[src/rtl/pdu_pkg.sv]
// Purpose: Constants for the PWM duty and dead-time unit
// Assumes: Registers sit on 32-bit classic Wishbone, one word each
// Notes: Offsets below are byte addresses
package pdu_pkg;
  localparam int PDU_CH = 4;
  localparam int PDU_DUTY_W = 14;
  localparam int PDU_CNT_W = 12;
  localparam int PDU_DEAD_W = 6;
  // Register byte addresses
  localparam logic [5:0] PDU_ADR_DUTY_LO0 = 6'h00;
  localparam logic [5:0] PDU_ADR_DUTY_HI0 = 6'h04;
  localparam logic [5:0] PDU_ADR_DUTY_LO3 = 6'h18;
  localparam logic [5:0] PDU_ADR_DUTY_HI3 = 6'h1C;
  localparam logic [5:0] PDU_ADR_CTRL0 = 6'h20;
  localparam logic [5:0] PDU_ADR_DTCTL = 6'h24;
  localparam logic [5:0] PDU_ADR_STATUS = 6'h28;
  localparam logic [5:0] PDU_ADR_ACTIVE0 = 6'h30;
  // Field layout
  localparam int PDU_HI_W = 6;
  localparam int PDU_LO_W = 8;
  localparam int PDU_DEADPS_LSB = 6;
  // Reset values
  localparam logic [3:0] PDU_CTRL0_RST = 4'h0;
  localparam logic [7:0] PDU_DTCTL_RST = 8'h00;
  localparam logic [13:0] PDU_DUTY_RST = 14'h0000;
  // Time-base modes
  localparam logic [1:0] PDU_MODE_FREE = 2'h0;
  localparam logic [1:0] PDU_MODE_SHOT = 2'h1;
  localparam logic [1:0] PDU_MODE_UPDN = 2'h2;
  localparam logic [1:0] PDU_MODE_DUPD = 2'h3;
  localparam logic [1:0] PDU_PS_1TO1 = 2'h0;
  // Dead-time prescaler: /2,/4,/8,/16 of the oscillator
  localparam logic [3:0] PDU_DEADPS_MAX0 = 4'h1;
  localparam logic [3:0] PDU_DEADPS_MAX1 = 4'h3;
  localparam logic [3:0] PDU_DEADPS_MAX2 = 4'h7;
  localparam logic [3:0] PDU_DEADPS_MAX3 = 4'hF;
endpackage : pdu_pkg

[src/rtl/pdu_unit.sv]
// Purpose: Four-channel duty compare, complementary pairing, dead time
// Assumes: clk_i is the oscillator; phase_i gives the quarter of the cycle
// Notes: Time base lives outside and feeds count, period, direction, mode
`timescale 1ns/1ps
`default_nettype none
module pdu_unit
  import pdu_pkg::*;
(
  // Clock and reset
  input wire logic clk_i,
  input wire logic rst_i,
  // Wishbone slave
  input wire logic wb_cyc_i,
  input wire logic wb_stb_i,
  input wire logic wb_we_i,
  input wire logic [5:0] wb_adr_i,
  input wire logic [3:0] wb_sel_i,
  input wire logic [31:0] wb_dat_i,
  output logic [31:0] wb_dat_o,
  output logic wb_ack_o,
  // Time base link
  input wire logic [11:0] timebase_count_i,
  input wire logic [11:0] period_value_i,
  input wire logic count_direction_flag_i,
  input wire logic timebase_enable_i,
  input wire logic [1:0] timebase_mode_field_i,
  input wire logic [1:0] timebase_prescale_i,
  input wire logic [1:0] phase_i,
  // Output pins: bit 2n+1 main, bit 2n complement
  output logic [7:0] pwm_o
);

  // ---------------------------------------------------------------
  // Register access
  // ---------------------------------------------------------------
  logic [13:0] duty_buf [PDU_CH];
  // Register map, one 32-bit word per register, byte addresses:
  //   0x00 + 8n  duty n low byte, bits 7:0
  //   0x04 + 8n  duty n high byte, bits 5:0 hold duty bits 13:8
  //   0x20       pair mode bits 3:0, set means independent
  //   0x24       dead-time control: 7:6 prescale, 5:0 count
  //   0x28       status, read only: 3:0 compare, 7:4 dead time busy
  //   0x30 + 4n  active duty n, read only
  // Unmapped words read as zero and ignore writes.
  // Only byte lane 0 carries writable bits, so writes need sel bit 0.
  // Ack is registered and lasts one cycle; a request is not taken
  // while ack stands, so a held strobe cannot write twice.
  logic [13:0] duty_act [PDU_CH];
  logic [3:0] pair_mode;
  logic [7:0] dead_ctl;
  logic [PDU_CH-1:0] cmp;
  logic [PDU_CH-1:0] dead_busy;
  logic req;
  logic wr;
  logic dead_wr;
  logic [31:0] next_dat;

  assign req = wb_cyc_i && wb_stb_i && !wb_ack_o;
  assign wr = req && wb_we_i && wb_sel_i[0];
  assign dead_wr = wr && (wb_adr_i == PDU_ADR_DTCTL);

  always_ff @(posedge clk_i) begin
    if (rst_i) begin
      wb_ack_o <= 1'b0;
    end else begin
      wb_ack_o <= req;
    end
  end

  always_ff @(posedge clk_i) begin
    if (rst_i) begin
      pair_mode <= PDU_CTRL0_RST;
      dead_ctl <= PDU_DTCTL_RST;
    end else if (wr) begin
      if (wb_adr_i == PDU_ADR_CTRL0) begin
        pair_mode <= wb_dat_i[3:0];
      end else if (wb_adr_i == PDU_ADR_DTCTL) begin
        dead_ctl <= wb_dat_i[7:0];
      end
    end
  end

  always_comb begin
    next_dat = 32'h0000_0000;
    if (wb_adr_i <= PDU_ADR_DUTY_HI3 && wb_adr_i[1:0] == 2'h0) begin
      if (wb_adr_i[2]) begin
        next_dat[5:0] = duty_buf[wb_adr_i[4:3]][13:8];
      end else begin
        next_dat[7:0] = duty_buf[wb_adr_i[4:3]][7:0];
      end
    end else if (wb_adr_i == PDU_ADR_CTRL0) begin
      next_dat[3:0] = pair_mode;
    end else if (wb_adr_i == PDU_ADR_DTCTL) begin
      next_dat[7:0] = dead_ctl;
    end else if (wb_adr_i == PDU_ADR_STATUS) begin
      next_dat[7:0] = {dead_busy, cmp};
    end else if (wb_adr_i >= PDU_ADR_ACTIVE0 && wb_adr_i[1:0] == 2'h0) begin
      next_dat[13:0] = duty_act[2'(wb_adr_i[3:2])];
    end
  end

  always_ff @(posedge clk_i) begin
    if (rst_i) begin
      wb_dat_o <= 32'h0000_0000;
    end else if (req && !wb_we_i) begin
      wb_dat_o <= next_dat;
    end
  end

  // ---------------------------------------------------------------
  // Buffer transfer timing
  // ---------------------------------------------------------------
  // Only the active copy feeds the comparators, so a half-written
  // duty value never reaches the pins. Software may write low and
  // high bytes in any order between transfers.
  // Transfer points by time-base mode:
  //   disabled      every cycle, so a stopped unit tracks its buffers
  //   edge modes    while the count equals the period
  //   up/down       at zero, first cycle after the turn to counting up
  //   double update at zero as above and at the period
  // The period test stands for several cycles; repeated copies of an
  // unchanged buffer are harmless.
  logic centered;
  logic at_zero;
  logic at_period;
  logic count_up;
  logic xfer;
  logic dir_q;
  logic ps_1to1;

  assign centered = timebase_mode_field_i[1];
  assign ps_1to1 = (timebase_prescale_i == PDU_PS_1TO1);
  assign at_zero = (timebase_count_i == 12'h000);
  assign at_period = (timebase_count_i == period_value_i);
  assign count_up = !count_direction_flag_i;

  // Direction from previous cycle shows the turn at zero
  always_ff @(posedge clk_i) begin
    if (rst_i) begin
      dir_q <= 1'b0;
    end else begin
      dir_q <= count_direction_flag_i;
    end
  end

  always_comb begin
    xfer = 1'b0;
    if (!timebase_enable_i) begin
      xfer = 1'b1;
    end else if (!centered) begin
      xfer = at_period;
    end else if (timebase_mode_field_i == PDU_MODE_UPDN) begin
      xfer = at_zero && count_up && dir_q;
    end else begin
      xfer = (at_zero && count_up && dir_q) || at_period;
    end
  end

  // ---------------------------------------------------------------
  // Per-channel compare and dead time
  // ---------------------------------------------------------------
  // Dead time is counted in prescaler ticks. The prescaler divides
  // the oscillator by 2, 4, 8 or 16; one tick is a one-cycle pulse.
  // Limitation: one prescaler serves all four pairs, so an edge on
  // one pair restarts the tick train for the others too. A pair that
  // is already counting may then see one stretched tick. Four private
  // prescalers would avoid that at the cost of three more counters.
  logic [3:0] dead_div;
  logic [3:0] dead_max;
  logic dead_tick;
  logic any_edge;
  logic [PDU_CH-1:0] edge_hit;

  // Terminal count of the prescaler for each setting
  always_comb begin
    case (dead_ctl[PDU_DEADPS_LSB +: 2])
      2'h0: dead_max = PDU_DEADPS_MAX0;
      2'h1: dead_max = PDU_DEADPS_MAX1;
      2'h2: dead_max = PDU_DEADPS_MAX2;
      default: dead_max = PDU_DEADPS_MAX3;
    endcase
  end

  assign any_edge = |edge_hit;
  assign dead_tick = (dead_div == dead_max);

  // Shared prescaler; a restart on any edge keeps the first step full
  // A write of the control word restarts it as well, so a new setting
  // never inherits a partly run step of the old one.
  always_ff @(posedge clk_i) begin
    if (rst_i || dead_wr || any_edge) begin
      dead_div <= 4'h0;
    end else if (dead_tick) begin
      dead_div <= 4'h0;
    end else begin
      dead_div <= dead_div + 4'h1;
    end
  end

  // ---------------------------------------------------------------
  // Per-channel logic
  // ---------------------------------------------------------------
  // Each pass of the loop holds one duty channel and its pin pair:
  // buffer and active register, comparator, edge detector, dead-time
  // counter and the registered output stage.
  // Pin outputs lag the compare state by two cycles in complementary
  // mode; independent pairs skip prev_q and lag by one cycle.
  genvar g;
  generate
    for (g = 0; g < PDU_CH; g++) begin : g_ch
      logic [11:0] dhi;
      logic match;
      logic cmp_q;
      logic [5:0] dead_cnt;
      logic main_q;
      logic comp_q;
      logic hi_wr;
      logic lo_wr;

      assign hi_wr = wr &&
        (wb_adr_i == PDU_ADR_DUTY_HI0 + 6'(8 * g));
      assign lo_wr = wr &&
        (wb_adr_i == PDU_ADR_DUTY_LO0 + 6'(8 * g));

      always_ff @(posedge clk_i) begin
        if (rst_i) begin
          duty_buf[g] <= PDU_DUTY_RST;
        end else if (hi_wr) begin
          duty_buf[g][13:8] <= wb_dat_i[PDU_HI_W-1:0];
        end else if (lo_wr) begin
          duty_buf[g][7:0] <= wb_dat_i[PDU_LO_W-1:0];
        end
      end

      always_ff @(posedge clk_i) begin
        if (rst_i) begin
          duty_act[g] <= PDU_DUTY_RST;
        end else if (xfer) begin
          duty_act[g] <= duty_buf[g];
        end
      end

      // ---------------------------------------------------------
      // Compare
      // ---------------------------------------------------------
      // Upper twelve bits meet the count; the low two bits place the
      // match in one quarter of the instruction cycle, giving two
      // extra bits of resolution at 1:1 prescale.
      // Full-on and full-off tests come first, so a duty outside the
      // period never produces a stray match pulse.
      // The compare state is forced low while the time base is off,
      // so every start begins from an inactive main output.
      assign dhi = duty_act[g][13:2];
      // Phase checked at 1:1, else first phase of the cycle
      assign match = (dhi == timebase_count_i) && (ps_1to1 ?
        (phase_i == duty_act[g][1:0]) : (phase_i == 2'h0));

      always_ff @(posedge clk_i) begin
        if (rst_i || !timebase_enable_i) begin
          cmp_q <= 1'b0;
        end else if (!centered) begin
          if (dhi == 12'h000) begin
            cmp_q <= 1'b0;
          end else if (dhi > period_value_i) begin
            cmp_q <= 1'b1;
          end else if (match) begin
            cmp_q <= 1'b0;
          end else if (at_zero) begin
            cmp_q <= 1'b1;
          end
        end else begin
          if (dhi == 12'h000) begin
            cmp_q <= 1'b0;
          end else if (dhi >= period_value_i) begin
            cmp_q <= 1'b1;
          end else if (match) begin
            cmp_q <= count_direction_flag_i;
          end
        end
      end
      assign cmp[g] = cmp_q;

      // ---------------------------------------------------------
      // Edge detect and dead time
      // ---------------------------------------------------------
      // Idle level after reset is low, matching the compare state,
      // so no false edge follows reset.
      logic prev_q;
      always_ff @(posedge clk_i) begin
        if (rst_i) begin
          prev_q <= 1'b0;
        end else begin
          prev_q <= cmp_q;
        end
      end
      assign edge_hit[g] = (prev_q != cmp_q) && !pair_mode[g];

      always_ff @(posedge clk_i) begin
        if (rst_i) begin
          dead_cnt <= 6'h00;
        end else if (edge_hit[g]) begin
          dead_cnt <= dead_ctl[PDU_DEAD_W-1:0];
        end else if (dead_tick && dead_cnt != 6'h00) begin
          dead_cnt <= dead_cnt - 6'h01;
        end
      end
      // The edge cycle itself counts as busy, so even a zero dead
      // time leaves one cycle with both pins off: the pins are
      // registered and would otherwise swap in one step.
      assign dead_busy[g] = edge_hit[g] || (dead_cnt != 6'h00);

      // ---------------------------------------------------------
      // Output stage
      // ---------------------------------------------------------
      // Both pins drop at once on any edge; after the count runs out
      // the delayed pin follows the compare state. The pin that turns
      // off is never delayed, which keeps switch overlap impossible.
      // Independent pairs bypass dead time and mirror the compare.
      always_ff @(posedge clk_i) begin
        if (rst_i) begin
          main_q <= 1'b0;
          comp_q <= 1'b0;
        end else if (pair_mode[g]) begin
          main_q <= cmp_q;
          comp_q <= cmp_q;
        end else if (dead_busy[g]) begin
          main_q <= 1'b0;
          comp_q <= 1'b0;
        end else begin
          main_q <= prev_q;
          comp_q <= !prev_q;
        end
      end
      assign pwm_o[2*g+1] = main_q;
      assign pwm_o[2*g] = comp_q;
    end
  endgenerate

endmodule : pdu_unit
`default_nettype wire

[config.mk]
export PLATFORM = sky130hd
export DESIGN_NAME = pdu_unit
export DESIGN_NICKNAME = d
export VERILOG_FILES = /design/src/rtl/pdu_pkg.sv /design/src/rtl/pdu_unit.sv
export SDC_FILE = /design/constraint.sdc
export NUM_CORES = 1
export LEC_CHECK = 0
export BUFFER_PORTS_ARGS = -buffer_cell sky130_fd_sc_hd__buf_4
export CAP_MARGIN = 0
export CORE_ASPECT_RATIO = 1.75
export CORE_MARGIN = 2
export CORE_UTILIZATION = 50
export DETAILED_ROUTE_END_ITERATION = 12
export GPL_ROUTABILITY_DRIVEN = 1
export HOLD_SLACK_MARGIN = 0.06
export PLACE_DENSITY = 0.69
export RECOVER_POWER = 50
export SLEW_MARGIN = 0
export SYNTH_ARGS = -nofsm -noshare
export SYNTH_HDL_FRONTEND = slang
export SYNTH_SLANG_ARGS = --single-unit
[constraint.sdc]
create_clock -name clk_i -period 8.2 [get_ports clk_i]
set_clock_uncertainty 0.2 [all_clocks]
set_input_delay 0.82 -clock clk_i [delete_from_list [all_inputs] [get_ports clk_i]]
set_output_delay 0.82 -clock clk_i [all_outputs]
set_load 0.02 [all_outputs]
==> summary.txt <==
Floorplan
  – Die span in x: 116 microns
  – Initial core utilization: 50.9%
  – Die Span Y: roughly 200 microns
  – Die area: around 23000 sq um
  – Core area: ~21000 sq um
  – Top-level port count: 120
  – Row count: 71

Logic synthesis
  – #FFs+latches synth: 184
  – Ys async rst share: 0%
  – Cell variety after synth: 68
  – Mapped Area: 10900 sq um
  – Ys flop type: edfxtp_1
  – Post-synthesis sequential area ratio: 43.9%
  – Post-synth EDFFs: ~110
  – Post-Syn Instances: 1010
  – Share of the synthesized area in the top cell type: roughly 31%
  – Area leader, netlist: edfxtp_1
  – Synth top area cells: edfxtp_1 (31%), dfxtp_1 (13%), ha_1 (6.5%)
  – Yosys Warn Count: 0
  – Syn_area_per_cell: between 10 and 15 sq um

Critical path
  – WS Path Type: in2reg
  – FF-to-FF Start: dead_ctl[7]
  – Worst reg-to-reg path cell count: 5
  – Startpoint Class: input pin
  – CP required: between 8000 and 9000 ps
  – CP endpoint kind: register
  – FF-to-FF setup slack: 5500 ps
  – Worst reg2reg path endpoint: g_ch[0].dead_cnt[5]
  – CP arrival: approximately 4800 ps
  – CP max FO: slightly above 70

Finish
  – Post-layout util: 56.2%
  – Synth-to-Final Area Change: 10.4%
  – Final Instance Area: 12100 sq um
  – Share of layout cells above drive strength 1: between 10% and 20%
  – Ant diodes: 0
  – Fin nets: 1180

Route
  – Via Count: 8209
  – DRC Markers: 0
  – Post-route ant nets: 0
  – Detailed-router iteration count before antenna repair: 7
  – Routed WL: 33600 microns
  – Number of vias per cell: 6.09
  – Detailed Route Iter0 Violations: 438
  – DR WL/cell: 24.9 microns

CTS
  – Total CTS buffers: 17
  – Clock tree root buffer cell: clkbuf_16
  – Worst-Skew Late Latency: between 400 and 500 ps
  – Cts hold-fix bufs: 0
  – Post-CTS Resized: 0
  – Reg clk slew, reported paths: 70 ps
  – Clock buffer depth: 2
  – # clock sinks: around 180
  – TritonCTS clock tree: yes
  – H-Tree Depth: 4
  – Setup Buffers After CTS: 0

Min path
  – Hold EP: wb_dat_o[4]
  – Hold Path Origin: wb_dat_o[4]
  – Hold WC Path Type: reg2reg
  – Worst hold stages: 2

Timing
  – Tightest Pin Transition: about 3200 ps
  – Final hold vios: 0
  – Final setup fails: 0
  – Post-route setup TNS: 0 ps
  – Fin. max-slew vios: between 70 and 80
  – Slew HR: -110%
  – Post-layout min period: ~4600 ps
  – RSZ-0062 raised after global routing: false
  – Max Clk Rate: 217 MHz
  – Tcrit/Tclk final: between 50 and 60%

Global route
  – Vias in the first global route: 8079
  – First-pass GRT wire length: around 49000 microns
  – Largest net degree at the start of global routing: 72
  – GR Util All Layers: 30.0%
  – Initial antenna violation count: 1
  – Total grt overflow: 0

Placement
  – Post-place instance area: 11600 sq um
  – I/O Buffers: 74
  – Final GP Congestion: 1.06
  – DPL Wire Length: 26100 microns

Power and ir drop
  – Leakage: 4.47 nW
  – Worst vdd ir: 169 uV
  – Tot Pwr: 0.00253 W
  – Pwr/cell area: 209 nW/um^2

Job
  – Max-cap violation count: 1

Outcome
  – Failing checks: capacitance limit, slew limit
  – Outcome: complete, but fails checks
==> synth_stat cells, types with 21 or more instances <==
cell      count
nor2_1       82
buf_4        26
nor3_1       25
ha_1         57
and2_1       56
a211oi_1     21
xnor2_1      67
inv_1        35
nor3b_1      57
edfxtp_1    112
dfxtp_1      72
nand4_1      23
a21oi_1      36
mux4_2       28
nor4_1       25
clkbuf_1     42
==> per-layer routing <==
layer	track usage (%)	share of wire, %	vias up	wire length, microns
met1	29.6	34	4000	11300
met4	24.1	9.1	2	3070
met3	3.64	3.6	109	1210
met2	55.0	53	285	18000
li1	-	-	3813	-
met5	0	0.048	-	16
==> power breakdown <==
group	internal [W]	switching (W)	total [W]
clock network	0.000438	0.000387	0.000825
logic	0.000225	0.000345	0.000570
registers	0.00106	0.0000746	0.00113
==> worst max-delay path, stage by stage <==
cell      delay, ps
clkbuf_1       2190
buf_4           870
nor2b_1         270
and3_1          260
a311o_1         310
==> area by class of cell <==
cell class	instances	area, sq um
flip-flops and latches	184	4800
inverters	35	131
clock buffers	19	475
clock inverters	13	120
multi-input cells	726	5670
repair buffers	80	510
well taps	292	365
fillers	1927	9420
==> sequential cells by signal (all words and copies together) (netlist names) <==
name / cells
g_ch.comp_q: 4
dead_ctl: 8
g_ch.prev_q: 4
duty_buf: 56
dir_q: 1
g_ch.main_q: 4
g_ch.cmp_q: 4
duty_act: 56
wb_ack_o: 1
dead_div: 4
g_ch.dead_cnt: 24
wb_dat_o: 14
pair_mode: 4
==> per-stage QoR <==
step | setup slack, ps | hold slack [ps] | cells
finish | 3580 | 292 | 1349
global route | 3280 | 319 | 1349
CTS | 5260 | 296 | 1349
detailed placement | 4790 | 283 | 1317
global placement | 4790 | 275 | 1317
floorplan | 4660 | 258 | 1027
==> cells in the final DEF, fill, tap and decap left out, types with 24 or more instances in the layout <==
master and n:
edfxtp_1 112, nor4_1 24, nor2_1 82, buf_4 56, clkbuf_1 24, dfxtp_1 72
ha_1 57, and2_0 38, a21oi_1 36, nor3b_1 57, mux4_2 28, inv_1 35
nor3_1 25, xnor2_1 67
==> kinds of logic (layout without fill, tap and decap cells) <==
family,after synthesis,count (layout),synth area share (%)
AND/OR/NAND/NOR,357,357,18.8
AO/OA/AOI/OAI,161,161,11.3
flip-flops,184,184,43.9
other,1,18,0.0343
adder cells (fa/ha/maj),57,57,6.52
XOR/XNOR,86,86,6.88
buffers and inverters,117,147,5.05
multiplexers,47,47,7.53
==> how the worst max path moves through the flow <==
stage / startpoint / to / depth (start not counted)
2_1_floorplan: timebase_count_i[7] / duty_act[0][0] / 6
3_3_place_gp: timebase_count_i[4] / duty_act[2][9] / 7
3_5_place_dp: wb_adr_i[3] / wb_dat_o[4] / 5
4_1_cts: wb_adr_i[3] / wb_dat_o[4] / 5
5_1_grt: rst_i / g_ch[1].dead_cnt[1] / 5
6_report: rst_i / g_ch[2].dead_cnt[1] / 5
No activity file was read; power rests on OpenSTA's default activity.
